## config.mk

```make
export PLATFORM = sky130hd
export DESIGN_NAME = timer_counter_clock_core
export DESIGN_NICKNAME = d
export VERILOG_FILES = /design/src/hw/tc_pkg.sv /design/src/hw/timer_counter_clock_core.sv
export SDC_FILE = /design/constraint.sdc
export NUM_CORES = 1
export LEC_CHECK = 0
export ABC_AREA = 1
export BUFFER_PORTS_ARGS = -buffer_cell sky130_fd_sc_hd__clkbuf_2
export CAP_MARGIN = 0
export CORE_AREA = 2 2 233 235
export CTS_CLUSTER_DIAMETER = 40
export DETAILED_ROUTE_END_ITERATION = 16
export DIE_AREA = 0 0 235 237
export HOLD_SLACK_MARGIN = 0.08
export PLACE_DENSITY = 0.54
export SYNTH_ARGS = -nofsm -noshare
export SYNTH_HDL_FRONTEND = slang
export SYNTH_SLANG_ARGS = --single-unit
```

## constraint.sdc

```tcl
create_clock -name aclk -period 3.38 [get_ports aclk]
set_clock_uncertainty 0.15 [all_clocks]
set_input_delay 1.014 -clock aclk [delete_from_list [all_inputs] [get_ports aclk]]
set_output_delay 1.014 -clock aclk [all_outputs]
set_load 0.02 [all_outputs]
```

## src/hw/tc_pkg.sv

```systemverilog
// shared constants, register map and field layouts of the three-channel timer block
package tc_pkg;
  // structure
  localparam int NUM_CH = 3;
  localparam int CNT_W = 16;
  localparam int ADDR_W = 8;
  localparam int PRE_W = 10;
  // prescaler bit whose level is the master clock divided by 2, 8, 32, 128, 1024
  localparam int DIV2_BIT = 0;
  localparam int DIV8_BIT = 2;
  localparam int DIV32_BIT = 4;
  localparam int DIV128_BIT = 6;
  localparam int DIV1024_BIT = 9;
  // register map: channel i sits at i * CH_STRIDE
  localparam logic [7:0] CH_STRIDE = 8'h40;
  localparam logic [7:0] OFS_CTRL = 8'h00;
  localparam logic [7:0] OFS_MODE = 8'h04;
  localparam logic [7:0] OFS_CV = 8'h08;
  localparam logic [7:0] OFS_RB = 8'h0C;
  localparam logic [7:0] OFS_RC = 8'h10;
  localparam logic [7:0] OFS_STAT = 8'h14;
  localparam logic [7:0] OFS_IMASK = 8'h18;
  localparam logic [7:0] ADR_BCR = 8'hC0;
  localparam logic [7:0] ADR_BMR = 8'hC4;
  // command and status bit positions
  localparam int CTRL_EN_BIT = 0;
  localparam int CTRL_DIS_BIT = 1;
  localparam int CTRL_SOFTWARE_TRIGGER_BIT_BIT = 2;
  localparam int BCR_SYNC_BIT = 0;
  localparam int ST_OVF_BIT = 0;
  localparam int ST_CPC_BIT = 1;
  localparam int ST_LDB_BIT = 2;
  localparam int ST_CLOCK_ENABLED_STATUS_BIT = 16;
  localparam int NUM_FLAGS = 3;
  // clock select and burst codes
  localparam logic [2:0] CLK_DIV2 = 3'h0;
  localparam logic [2:0] CLK_DIV8 = 3'h1;
  localparam logic [2:0] CLK_DIV32 = 3'h2;
  localparam logic [2:0] CLK_DIV128 = 3'h3;
  localparam logic [2:0] CLK_DIV1024 = 3'h4;
  localparam logic [2:0] CLK_XC0 = 3'h5;
  localparam logic [2:0] CLK_XC1 = 3'h6;
  localparam logic [1:0] BURST_NONE = 2'h0;
  localparam logic [1:0] BURST_XC0 = 2'h1;
  localparam logic [1:0] BURST_XC1 = 2'h2;
  // block mode: source of each external clock input, two bits per input
  localparam logic [1:0] XSEL_PIN = 2'h0;
  localparam logic [1:0] XSEL_NEXT = 2'h2;
  localparam logic [1:0] XSEL_PREV = 2'h3;
  // reset values
  localparam logic [5:0] BMR_RST = 6'h00;
  localparam logic [15:0] MODE_RST = 16'h0000;
  localparam logic [2:0] IMASK_RST = 3'h0;
  // bus answers
  localparam logic [1:0] RESP_OKAY = 2'h0;
  localparam logic [1:0] RESP_SLVERR = 2'h2;

  // channel mode register layout
  typedef struct packed {
    logic [3:0] rsvd;
    logic wave;       // 1 waveform, 0 capture
    logic cmp_trig;   // compare C match triggers the channel
    logic cmp_dis;    // compare_c_disable_bit
    logic cmp_stop;   // compare_c_stop_bit
    logic ldb_dis;    // load_b_disable_bit
    logic ldb_stop;   // load_b_stop_bit
    logic [1:0] burst;
    logic invert;     // clock_invert_bit
    logic [2:0] clk_sel;
  } mode_s;
endpackage : tc_pkg

```

## src/hw/timer_counter_clock_core.sv

```systemverilog
// three-channel 16-bit timer counter core with clock selection and an AXI4-Lite slave
//
// Local design decisions: the address map and the AXI4-Lite interface to the registers.
`timescale 1ns/1ps
`default_nettype none

module timer_counter_clock_core #(
  parameter int NUM_CH = tc_pkg::NUM_CH,
  parameter int CNT_W = tc_pkg::CNT_W
) (
  input wire logic aclk,
  input wire logic aresetn,
  input wire logic [tc_pkg::ADDR_W-1:0] s_axi_awaddr,
  input wire logic s_axi_awvalid,
  output logic s_axi_awready,
  input wire logic [31:0] s_axi_wdata,
  input wire logic [3:0] s_axi_wstrb,
  input wire logic s_axi_wvalid,
  output logic s_axi_wready,
  output logic [1:0] s_axi_bresp,
  output logic s_axi_bvalid,
  input wire logic s_axi_bready,
  input wire logic [tc_pkg::ADDR_W-1:0] s_axi_araddr,
  input wire logic s_axi_arvalid,
  output logic s_axi_arready,
  output logic [31:0] s_axi_rdata,
  output logic [1:0] s_axi_rresp,
  output logic s_axi_rvalid,
  input wire logic s_axi_rready,
  input wire logic [2:0] ext_clock_pins,
  input wire logic [NUM_CH-1:0] io_line_a_in,
  output logic [NUM_CH-1:0] io_line_a_out,
  output logic [NUM_CH-1:0] io_line_a_oe_n,
  input wire logic [NUM_CH-1:0] io_line_b_in,
  output logic [NUM_CH-1:0] io_line_b_out,
  output logic [NUM_CH-1:0] io_line_b_oe_n,
  output logic [NUM_CH-1:0] irq
);
  import tc_pkg::*;

  // refuse shapes the chaining and register map cannot serve
  if (NUM_CH != 3) begin : g_chk_ch
    $error("timer_counter_clock_core needs exactly three channels");
  end
  if (CNT_W < 2 || CNT_W > 32) begin : g_chk_w
    $error("timer_counter_clock_core counter width must be 2 to 32");
  end

  // true when the address names an existing register
  function automatic logic addr_mapped(input logic [ADDR_W-1:0] a);
    logic [7:0] ofs;
    ofs = a & (CH_STRIDE - 8'h01);
    if (a == ADR_BCR || a == ADR_BMR) begin
      addr_mapped = 1'b1;
    end else if ((a / CH_STRIDE) < 8'(NUM_CH)) begin
      addr_mapped = (ofs <= OFS_IMASK) && (ofs[1:0] == 2'h0);
    end else begin
      addr_mapped = 1'b0;
    end
  endfunction : addr_mapped

  // byte-lane merge of a write into an old register value
  function automatic logic [31:0] merge_strb(input logic [31:0] old, input logic [31:0] nw,
                                             input logic [3:0] strb);
    logic [31:0] res;
    res = old;
    for (int b = 0; b < 4; b++) begin
      if (strb[b]) begin
        res[b*8 +: 8] = nw[b*8 +: 8];
      end
    end
    merge_strb = res;
  endfunction : merge_strb

  logic [ADDR_W-1:0] awaddr_r;
  logic aw_hold_r;
  logic [31:0] wdata_r;
  logic [3:0] wstrb_r;
  logic w_hold_r;
  logic bvalid_r;
  logic [1:0] bresp_r;
  logic rvalid_r;
  logic [1:0] rresp_r;
  logic [31:0] rdata_r;
  logic wr_go;
  logic rd_go;
  logic [31:0] rd_val;
  logic [5:0] bmr_r;
  logic sync_trig;
  logic [PRE_W-1:0] pre_r;
  logic [2:0] xpin_s1_r;
  logic [2:0] xpin_s2_r;
  logic [NUM_CH-1:0] ioa_s1_r;
  logic [NUM_CH-1:0] ioa_s2_r;
  logic [2:0] xc_lvl;
  logic [NUM_CH-1:0] ioa_lvl;
  logic [15:0] mode_r [NUM_CH];
  logic [CNT_W-1:0] cv_r [NUM_CH];
  logic [CNT_W-1:0] rb_r [NUM_CH];
  logic [CNT_W-1:0] rc_r [NUM_CH];
  logic [NUM_FLAGS-1:0] flags_r [NUM_CH];
  logic [NUM_FLAGS-1:0] imask_r [NUM_CH];
  logic [NUM_CH-1:0] en_r;
  logic [NUM_CH-1:0] out_a_r;
  logic [NUM_CH-1:0] out_b_r;
  logic [NUM_CH-1:0] irq_r;

  // write channels: address and data taken independently, answered once both held
  assign s_axi_awready = !aw_hold_r && !bvalid_r;
  assign s_axi_wready = !w_hold_r && !bvalid_r;
  assign wr_go = aw_hold_r && w_hold_r && !bvalid_r;
  assign s_axi_bvalid = bvalid_r;
  assign s_axi_bresp = bresp_r;
  always_ff @(posedge aclk) begin
    if (!aresetn) begin
      aw_hold_r <= 1'b0;
      w_hold_r <= 1'b0;
      bvalid_r <= 1'b0;
      awaddr_r <= '0;
      wdata_r <= 32'h00000000;
      wstrb_r <= 4'h0;
      bresp_r <= RESP_OKAY;
    end else begin
      if (s_axi_awvalid && s_axi_awready) begin
        aw_hold_r <= 1'b1;
        awaddr_r <= s_axi_awaddr;
      end
      if (s_axi_wvalid && s_axi_wready) begin
        w_hold_r <= 1'b1;
        wdata_r <= s_axi_wdata;
        wstrb_r <= s_axi_wstrb;
      end
      if (wr_go) begin
        aw_hold_r <= 1'b0;
        w_hold_r <= 1'b0;
        bvalid_r <= 1'b1;
        bresp_r <= addr_mapped(awaddr_r) ? RESP_OKAY : RESP_SLVERR;
      end else if (bvalid_r && s_axi_bready) begin
        bvalid_r <= 1'b0;
      end
    end
  end

  // read channel: one outstanding read, data registered one cycle after the address
  assign s_axi_arready = !rvalid_r;
  assign rd_go = s_axi_arvalid && !rvalid_r;
  assign s_axi_rvalid = rvalid_r;
  assign s_axi_rdata = rdata_r;
  assign s_axi_rresp = rresp_r;
  always_ff @(posedge aclk) begin
    if (!aresetn) begin
      rvalid_r <= 1'b0;
      rdata_r <= 32'h00000000;
      rresp_r <= RESP_OKAY;
    end else if (rd_go) begin
      rvalid_r <= 1'b1;
      rdata_r <= rd_val;
      rresp_r <= addr_mapped(s_axi_araddr) ? RESP_OKAY : RESP_SLVERR;
    end else if (s_axi_rready) begin
      rvalid_r <= 1'b0;
    end
  end

  // read mux; write-only and unmapped words read zero
  always_comb begin
    rd_val = 32'h00000000;
    if (s_axi_araddr == ADR_BMR) begin
      rd_val = 32'(bmr_r);
    end
    for (int i = 0; i < NUM_CH; i++) begin
      if (s_axi_araddr == 8'(i) * CH_STRIDE + OFS_MODE) begin
        rd_val = 32'(mode_r[i]);
      end else if (s_axi_araddr == 8'(i) * CH_STRIDE + OFS_CV) begin
        rd_val = 32'(cv_r[i]);
      end else if (s_axi_araddr == 8'(i) * CH_STRIDE + OFS_RB) begin
        rd_val = 32'(rb_r[i]);
      end else if (s_axi_araddr == 8'(i) * CH_STRIDE + OFS_RC) begin
        rd_val = 32'(rc_r[i]);
      end else if (s_axi_araddr == 8'(i) * CH_STRIDE + OFS_STAT) begin
        rd_val = 32'(flags_r[i]);
        rd_val[ST_CLOCK_ENABLED_STATUS_BIT] = en_r[i];
      end else if (s_axi_araddr == 8'(i) * CH_STRIDE + OFS_IMASK) begin
        rd_val = 32'(imask_r[i]);
      end
    end
  end

  // block registers: chaining selects and the all-channel sync strobe
  assign sync_trig = wr_go && awaddr_r == ADR_BCR && wstrb_r[0] && wdata_r[BCR_SYNC_BIT];
  always_ff @(posedge aclk) begin
    if (!aresetn) begin
      bmr_r <= BMR_RST;
    end else if (wr_go && awaddr_r == ADR_BMR && wstrb_r[0]) begin
      bmr_r <= wdata_r[5:0];
    end
  end

  // free-running prescaler; its bits are the divided internal clocks
  always_ff @(posedge aclk) begin
    if (!aresetn) begin
      pre_r <= '0;
    end else begin
      pre_r <= pre_r + 1'b1;
    end
  end

  // two-flop synchronisers for the external clock pins and line A; line B is not synchronised
  always_ff @(posedge aclk) begin
    if (!aresetn) begin
      xpin_s1_r <= 3'h0;
      xpin_s2_r <= 3'h0;
      ioa_s1_r <= '0;
      ioa_s2_r <= '0;
    end else begin
      xpin_s1_r <= ext_clock_pins;
      xpin_s2_r <= xpin_s1_r;
      ioa_s1_r <= io_line_a_in;
      ioa_s2_r <= ioa_s1_r;
    end
  end

  // external clock input k comes from pin k, nothing, or line A of another channel
  always_comb begin
    for (int k = 0; k < 3; k++) begin
      if (bmr_r[2*k +: 2] == XSEL_PIN) begin
        xc_lvl[k] = xpin_s2_r[k];
      end else if (bmr_r[2*k +: 2] == XSEL_NEXT) begin
        xc_lvl[k] = ioa_lvl[(k + 1) % 3];
      end else if (bmr_r[2*k +: 2] == XSEL_PREV) begin
        xc_lvl[k] = ioa_lvl[(k + 2) % 3];
      end else begin
        xc_lvl[k] = 1'b0;
      end
    end
  end

  for (genvar i = 0; i < NUM_CH; i++) begin : g_ch
    mode_s md;
    logic [7:0] base;
    logic ctrl_wr;
    logic cmd_en;
    logic cmd_dis;
    logic software_trigger_bit;
    logic sel_lvl;
    logic gate;
    logic clk_lvl;
    logic clk_prev_r;
    logic cnt_edge;
    logic ioa_prev_r;
    logic ldb_evt;
    logic cmp_evt;
    logic ovf_evt;
    logic trig;
    logic run_r;
    logic pend_r;
    logic stat_clr;
    logic [NUM_FLAGS-1:0] evts;

    assign md = mode_r[i];
    assign base = 8'(i) * CH_STRIDE;
    assign ctrl_wr = wr_go && awaddr_r == base + OFS_CTRL && wstrb_r[0];
    assign cmd_en = ctrl_wr && wdata_r[CTRL_EN_BIT];
    assign cmd_dis = ctrl_wr && wdata_r[CTRL_DIS_BIT];
    assign software_trigger_bit = ctrl_wr && wdata_r[CTRL_SOFTWARE_TRIGGER_BIT_BIT];
    assign stat_clr = rd_go && s_axi_araddr == base + OFS_STAT;
    assign ioa_lvl[i] = md.wave ? out_a_r[i] : ioa_s2_r[i];

    // writable channel registers
    always_ff @(posedge aclk) begin
      if (!aresetn) begin
        mode_r[i] <= MODE_RST;
        rc_r[i] <= '0;
        imask_r[i] <= IMASK_RST;
      end else if (wr_go) begin
        if (awaddr_r == base + OFS_MODE) begin
          mode_r[i] <= 16'(merge_strb(32'(mode_r[i]), wdata_r, wstrb_r)) & 16'h0FFF;
        end else if (awaddr_r == base + OFS_RC) begin
          rc_r[i] <= CNT_W'(merge_strb(32'(rc_r[i]), wdata_r, wstrb_r));
        end else if (awaddr_r == base + OFS_IMASK && wstrb_r[0]) begin
          imask_r[i] <= wdata_r[NUM_FLAGS-1:0];
        end
      end
    end

    // clock source, inversion and burst gate
    always_comb begin
      case (md.clk_sel)
        CLK_DIV2: sel_lvl = pre_r[DIV2_BIT];
        CLK_DIV8: sel_lvl = pre_r[DIV8_BIT];
        CLK_DIV32: sel_lvl = pre_r[DIV32_BIT];
        CLK_DIV128: sel_lvl = pre_r[DIV128_BIT];
        CLK_DIV1024: sel_lvl = pre_r[DIV1024_BIT];
        CLK_XC0: sel_lvl = xc_lvl[0];
        CLK_XC1: sel_lvl = xc_lvl[1];
        default: sel_lvl = xc_lvl[2];
      endcase
      case (md.burst)
        BURST_NONE: gate = 1'b1;
        BURST_XC0: gate = xc_lvl[0];
        BURST_XC1: gate = xc_lvl[1];
        default: gate = xc_lvl[2];
      endcase
    end
    assign clk_lvl = (sel_lvl ^ md.invert) & gate;
    assign cnt_edge = clk_lvl && !clk_prev_r && en_r[i] && run_r;

    // channel events
    assign ldb_evt = !md.wave && ioa_s2_r[i] && !ioa_prev_r;
    assign cmp_evt = md.wave && cnt_edge && !pend_r && CNT_W'(cv_r[i] + 1'b1) == rc_r[i];
    assign ovf_evt = cnt_edge && !pend_r && (&cv_r[i]);
    assign trig = software_trigger_bit || sync_trig || (cmp_evt && md.cmp_trig);
    assign evts = {ldb_evt, cmp_evt, ovf_evt};

    // edge history of the selected clock and of line A
    always_ff @(posedge aclk) begin
      if (!aresetn) begin
        clk_prev_r <= 1'b0;
        ioa_prev_r <= 1'b0;
      end else begin
        clk_prev_r <= clk_lvl;
        ioa_prev_r <= ioa_s2_r[i];
      end
    end

    // clock enable: disable command wins over enable in the same write
    always_ff @(posedge aclk) begin
      if (!aresetn) begin
        en_r[i] <= 1'b0;
      end else if (cmd_dis) begin
        en_r[i] <= 1'b0;
      end else if (ldb_evt && md.ldb_dis) begin
        en_r[i] <= 1'b0;
      end else if (cmp_evt && md.cmp_dis) begin
        en_r[i] <= 1'b0;
      end else if (cmd_en) begin
        en_r[i] <= 1'b1;
      end
    end

    // start and stop, only while enabled; a trigger beats a stop
    always_ff @(posedge aclk) begin
      if (!aresetn) begin
        run_r <= 1'b0;
      end else if (!en_r[i]) begin
        run_r <= 1'b0;
      end else if (trig) begin
        run_r <= 1'b1;
      end else if ((ldb_evt && md.ldb_stop) || (cmp_evt && md.cmp_stop)) begin
        run_r <= 1'b0;
      end
    end

    // trigger waits for the next valid clock edge before zeroing the count
    always_ff @(posedge aclk) begin
      if (!aresetn) begin
        pend_r <= 1'b0;
      end else if (!en_r[i]) begin
        pend_r <= 1'b0;
      end else if (trig) begin
        pend_r <= 1'b1;
      end else if (cnt_edge) begin
        pend_r <= 1'b0;
      end
    end

    // counter and capture register B
    always_ff @(posedge aclk) begin
      if (!aresetn) begin
        cv_r[i] <= '0;
        rb_r[i] <= '0;
      end else begin
        if (cnt_edge) begin
          cv_r[i] <= pend_r ? '0 : CNT_W'(cv_r[i] + 1'b1);
        end
        if (ldb_evt) begin
          rb_r[i] <= cv_r[i];
        end
      end
    end

    // sticky status flags cleared by a status read; a new event wins
    always_ff @(posedge aclk) begin
      if (!aresetn) begin
        flags_r[i] <= '0;
      end else begin
        flags_r[i] <= (flags_r[i] & {NUM_FLAGS{!stat_clr}}) | evts;
      end
    end

    // line outputs toggle on compare C and overflow in waveform mode
    always_ff @(posedge aclk) begin
      if (!aresetn) begin
        out_a_r[i] <= 1'b0;
        out_b_r[i] <= 1'b0;
      end else begin
        if (cmp_evt) begin
          out_a_r[i] <= !out_a_r[i];
        end
        if (md.wave && ovf_evt) begin
          out_b_r[i] <= !out_b_r[i];
        end
      end
    end

    // per-channel interrupt request
    always_ff @(posedge aclk) begin
      if (!aresetn) begin
        irq_r[i] <= 1'b0;
      end else begin
        irq_r[i] <= |(flags_r[i] & imask_r[i]);
      end
    end

    assign io_line_a_out[i] = out_a_r[i];
    assign io_line_a_oe_n[i] = !md.wave;
    assign io_line_b_out[i] = out_b_r[i];
    assign io_line_b_oe_n[i] = !md.wave;
  end

  assign irq = irq_r;
  // line B input is never used by the block; it only feeds this unused reduction
  logic unused_b;
  assign unused_b = ^io_line_b_in;
endmodule : timer_counter_clock_core

`default_nettype wire

```

**Word-level counts from Yosys, hierarchy flattened**

Memories as Yosys holds them, arrays and structs flattened.
Cells that the tools add are included.

- Bits in registers: 118
- RAM bits: 198
- Word-level logic and storage cells: 510
- Memories kept: 6

- $add $sub $neg: 4
- Order comparisons: 4
- Equality and inequality tests: 66
- Multiplexer cells: 203
- Bitwise gates (word level): 34
- Reductions and logical operators: 153

Memories:

| name | words | width | rd ports | clocked after memory_dff | write ports | RTL line | text |
|---|---|---|---|---|---|---|---|
| cv_r | 3 | 16 | 3 | 0 | 3 | timer_counter_clock_core.sv:98 | `logic [CNT_W-1:0] cv_r [NUM_CH];` |
| rb_r | 3 | 16 | 3 | 0 | 3 | timer_counter_clock_core.sv:99 | `logic [CNT_W-1:0] rb_r [NUM_CH];` |
| rc_r | 3 | 16 | 3 | 0 | 3 | timer_counter_clock_core.sv:100 | `logic [CNT_W-1:0] rc_r [NUM_CH];` |
| mode_r | 3 | 12 | 3 | 0 | 3 | timer_counter_clock_core.sv:97 | `logic [15:0] mode_r [NUM_CH];` |
| flags_r | 3 | 3 | 3 | 0 | 3 | timer_counter_clock_core.sv:101 | `logic [NUM_FLAGS-1:0] flags_r [NUM_CH];` |
| imask_r | 3 | 3 | 3 | 0 | 3 | timer_counter_clock_core.sv:102 | `logic [NUM_FLAGS-1:0] imask_r [NUM_CH];` |

Operators with widths:

| kind | count |
|---|---|
| $mux W32 | 18 |
| $mux W8 | 42 |
| $mux W16 | 12 |
| $eq A8 B8 Y1 const B | 14 |
| $mux W1 | 101 |
| $logic_and A1 B1 Y1 | 84 |
| $eq A8 B7 Y1 const B | 10 |
| $add A16 B1 Y16 const B | 3 |
| $eq A16 B16 Y1 | 3 |
| $mux W4 | 12 |
| $reduce_and A16 Y1 | 3 |
| $eq A8 B5 Y1 const B | 5 |
| $mux W12 | 3 |
| $eq A3 B3 Y1 const B | 9 |
| $logic_not A1 Y1 | 25 |
| $pmux W1 S7 | 3 |
| $and A3 B3 Y3 | 6 |
| $eq A2 B2 Y1 const B | 9 |
| $eq A3 B2 Y1 const B | 6 |
| $mux W3 | 6 |
| $or A1 B1 Y1 | 18 |
| $eq A8 B3 Y1 const B | 2 |
| $eq A8 B4 Y1 const B | 2 |
| $logic_not A2 Y1 | 8 |
| other kinds (20) | 60 |

**Longest topological paths before layout**

- Depth in word-level cells: 20
- Mapped depth: 18
- Depth with buffers taken out: 18

**Least setup slack after synthesis**

No wires, ideal clock.

- Path type: input to register
- Start: input aresetn
- End: memory rc_r[1][0] (enable)
- Arrival: 2.332 ns
- Setup slack: 0.514 ns
- Stages: 4
- Path through: clkinv_1 > nor3_1 > nand2_1 > o21ai_0

RTL lines:

| item | RTL line | text |
|---|---|---|
| start: declaration | timer_counter_clock_core.sv:12 | `input wire logic aresetn,` |
| end: declaration | timer_counter_clock_core.sv:100 |  |

==> flow_metrics.env <==
export IMPL_status="complete, no violations"
export IMPL_worstMarginPinSlew_ps=865.4
export IMPL_leakage_nw=7.556
export IMPL_dpl_hpwl_um=39680
export IMPL_start_util=0.2868
export IMPL_post_cts_resized=0
export IMPL_fin_crit_ps=3046
export IMPL_timing_critical_path_cells="nor2_1 -> a21oi_1 -> nand2_1 -> nand3_1 -> nand2_1 -> nand2_1 -> nand2_1 -> nand2_1 -> nand4_2 -> nor2_4 -> nand4_1 -> nor2_1 -> nand2_1 -> nand2_1 -> nor2_1"
export IMPL_synth_edf_count=189
export IMPL_synth_top_family_by_area="simple AND/OR/NAND/NOR gates"
export IMPL_cts_max_level=2
export IMPL_cts_buffers=45
export IMPL_internal_power_mw=7.091
export IMPL_critPathMaxFanout=6
export IMPL_die_x_um=235
export IMPL_start_kind="register"
export IMPL_finalSetupViolations=0
export IMPL_dieArea_sq_um=55700
export IMPL_syn_cell_area_sq_um=15280
export IMPL_ctsHoldBuffers=0
export IMPL_placed_area_sq_um=16980
export IMPL_synth_seq_area_share=0.5156
export IMPL_grt_antenna_before_repair=0
export IMPL_post_drt_wl_per_cell_um=18.63
export IMPL_rsz0062_at_grt="no"
export IMPL_numPortBuffers=85
export IMPL_clockBufferDepth=3
export IMPL_peakVddDrop_v=0.0003339
export IMPL_clk_pin_slew_worst_paths_ps=60
export IMPL_antenna_left=0
export IMPL_path_class="register to register"
export IMPL_cp_slowest_cell="edfxtp_1"
export IMPL_fin_crit_sh=0.9012
export IMPL_ys_seq_elements=299
export IMPL_drv_cap=0
export IMPL_area_growth_pct=21.27
export IMPL_placementRows=85
export IMPL_via_count=13626
export IMPL_cp_end_kind="register"
export IMPL_fin_nets=2144
export IMPL_ys_warn_count=0
export IMPL_synth_distinct_cells=49
export IMPL_post_cts_buffers=0
export IMPL_die_h_um=237
export IMPL_setup_ws_ps=334.0
export IMPL_p_per_area_nw_per_um2=517.1
export IMPL_yosys_area_top_type="edfxtp_1"
export IMPL_pre_cts_ws_ps=-132.8
export IMPL_cts_root_buf="clkbuf_16"
export IMPL_grt_pass1_wl_um=79210
export IMPL_clkPwrFrac=0.500
export IMPL_drc=0
export IMPL_drt_pass1_iterations=5
export IMPL_overflow=0
export IMPL_grt_use_total=0.1849
export IMPL_hold_class="register to register"
export IMPL_dr_first_iter_drc_count=1052
export IMPL_slew_viol_final=0
export IMPL_via_per_inst=4.858
export IMPL_synthXorXnorAreaFrac=0.02170
export IMPL_crit_required_ps=3700
export IMPL_grtUsageMet1=0.2371
export IMPL_synthArstFlopShare=0
export IMPL_netSwitchingPower_mw=2.492
export IMPL_pwr_share_comb=0.069
export IMPL_sw_frac_of_total=0.2601
export IMPL_grt_max_degree=113
export IMPL_place_congestion=0.9080
export IMPL_n_antenna_cell=0
export IMPL_slew_limit_headroom=0.4170
export IMPL_met3_usage=0.02763
export IMPL_critPathArrivalTime_ps=3360
export IMPL_tritoncts="yes"
export IMPL_drive_gt1_frac=0.1446
export IMPL_setup_tns_ps=0
export IMPL_final_cell_mix="nand2_1, nor2_1, inv_1"
export IMPL_grt_pass1_vias=13418
export IMPL_syn_area_per_cell_sq_um=8.008
export IMPL_synth_top_area_frac=0.3714
export IMPL_power_share_sequential=0.431
export IMPL_insertion_delay_ps=570
export IMPL_max_freq_mhz=328.3
export IMPL_crit_path_max_incr_delay_ps=610
export IMPL_muxShareOfSynthArea=0
export IMPL_layout_commonest_cell="nand2_1"
export IMPL_routed_wirelength_um=52260
export IMPL_synthAdderAreaFrac=0.003275
export IMPL_netlist_instances=1908
export IMPL_synth_compound_area_frac=0.09974
export IMPL_synth_simple_area_share=0.2757
export IMPL_n_fill_cell=5542
export IMPL_cts_sinks=299
export IMPL_synthTopCellsByArea="edfxtp_1, dfxtp_1, nand2_1"
export IMPL_final_cell_area_sq_um=18530
export IMPL_io_pins=124
export IMPL_synth_flop_cell="edfxtp_1"
export IMPL_grt_busiest_layer="met2"
export IMPL_cp_common_cell="nand2_1"
export IMPL_hold_viol=0
export IMPL_core_sq_um=53280
export IMPL_use_met2=0.3150
export IMPL_final_util=0.3478
-- through the flow --
step	power, mW	std cells	hold WS [ps]
detailed placement	4.866	2721	253.9
floorplan	4.568	1924	240.5
CTS	9.655	2805	266.5
global route	9.890	2805	287.3
finish	9.583	2805	264.3
global placement	4.860	2721	249.8
-- power groups by stage --
| stage | combinational [mW] | sequential [mW] | clock [mW] |
|---|---|---|---|
| 3_5_place_dp | 0.661 | 4.20 | 0 |
| 5_1_grt | 0.725 | 4.15 | 5.02 |
| 2_1_floorplan | 0.392 | 4.18 | 0 |
| 4_1_cts | 0.665 | 4.13 | 4.86 |
| 3_3_place_gp | 0.657 | 4.20 | 0 |
| 6_report | 0.662 | 4.13 | 4.79 |
-- worst max-delay path: cells and delay by family, from the launching register on --
| kind | cells | cell delay (ps) |
|---|---|---|
| DFF | 1 | 610 |
| and+or+nand+nor | 14 | 1920 |
| AOI/OAI and AO/OA | 1 | 260 |
-- sequential cells by signal (all words and copies together), names as in the netlist, 6 cells and up --
register and flops:
awaddr_r 8, bmr_r 6, cv_r 48, flags_r 9, imask_r 9, mode_r 36
pre_r 10, rb_r 48, rc_r 48, s_axi_rdata 17, wdata_r 16
-- cells in the mapped netlist (all sizes together) (12+ instances only) --
master and count:
a21oi 111, clkbuf 35, nor3 46, nand3 99, o21ai 129, buf 33, inv 245, nand2 397
o211ai 12, nor2 356, nand4 48, dfxtp 110, edfxtp 189, xor2 29
-- path summary, 6_finish.rpt --
| path | start | cells after the start | slack (ps) | to |
|---|---|---|---|---|
| setup / recovery | mode_r[1][11]$_SDFFCE_PN0P_ | 15 | 330 | io_line_b_out[0]$_SDFFE_PN0P_ |
| hold / removal | ioa_s1_r[1]$_SDFF_PN0_ | 2 | 260 | ioa_s2_r[1]$_SDFF_PN0_ |
| setup reg to reg | mode_r[1][11]$_SDFFCE_PN0P_ | 15 | 330 | io_line_b_out[0]$_SDFFE_PN0P_ |
| hold reg to reg | ioa_s1_r[1]$_SDFF_PN0_ | 2 | 260 | ioa_s2_r[1]$_SDFF_PN0_ |
-- final cells by class --
type / instances / area (sq um) / area share
inverters: 247 / 927.1 / 0.05003
repair buffers: 169 / 1121 / 0.06050
multi-input cells: 1310 / 6182 / 0.3336
clock buffers: 52 / 1226 / 0.06617
well taps: 696 / 870.8 / 0.04700
clock inverters: 32 / 325.3 / 0.01756
flip-flops and latches: 299 / 7878 / 0.4251
-- metal layers --
metal / share of wire / vias to the layer above
met4: 0.033 / 0
met5: 0 / -
met3: 0.056 / 102
li1: - / 6621
met2: 0.48 / 454
met1: 0.43 / 6449
-- kinds of logic (layout without fill, tap and decap cells) --
group                    after synthesis  count (layout)
AO/OA/AOI/OAI                        282             282
other                                  1              17
buffers and inverters                315             500
AND/OR/NAND/NOR                      970             970
flip-flops                           299             299
XOR/XNOR                              37              37
adder cells (fa/ha/maj)                4               4
(Power assumes the default switching activity.)
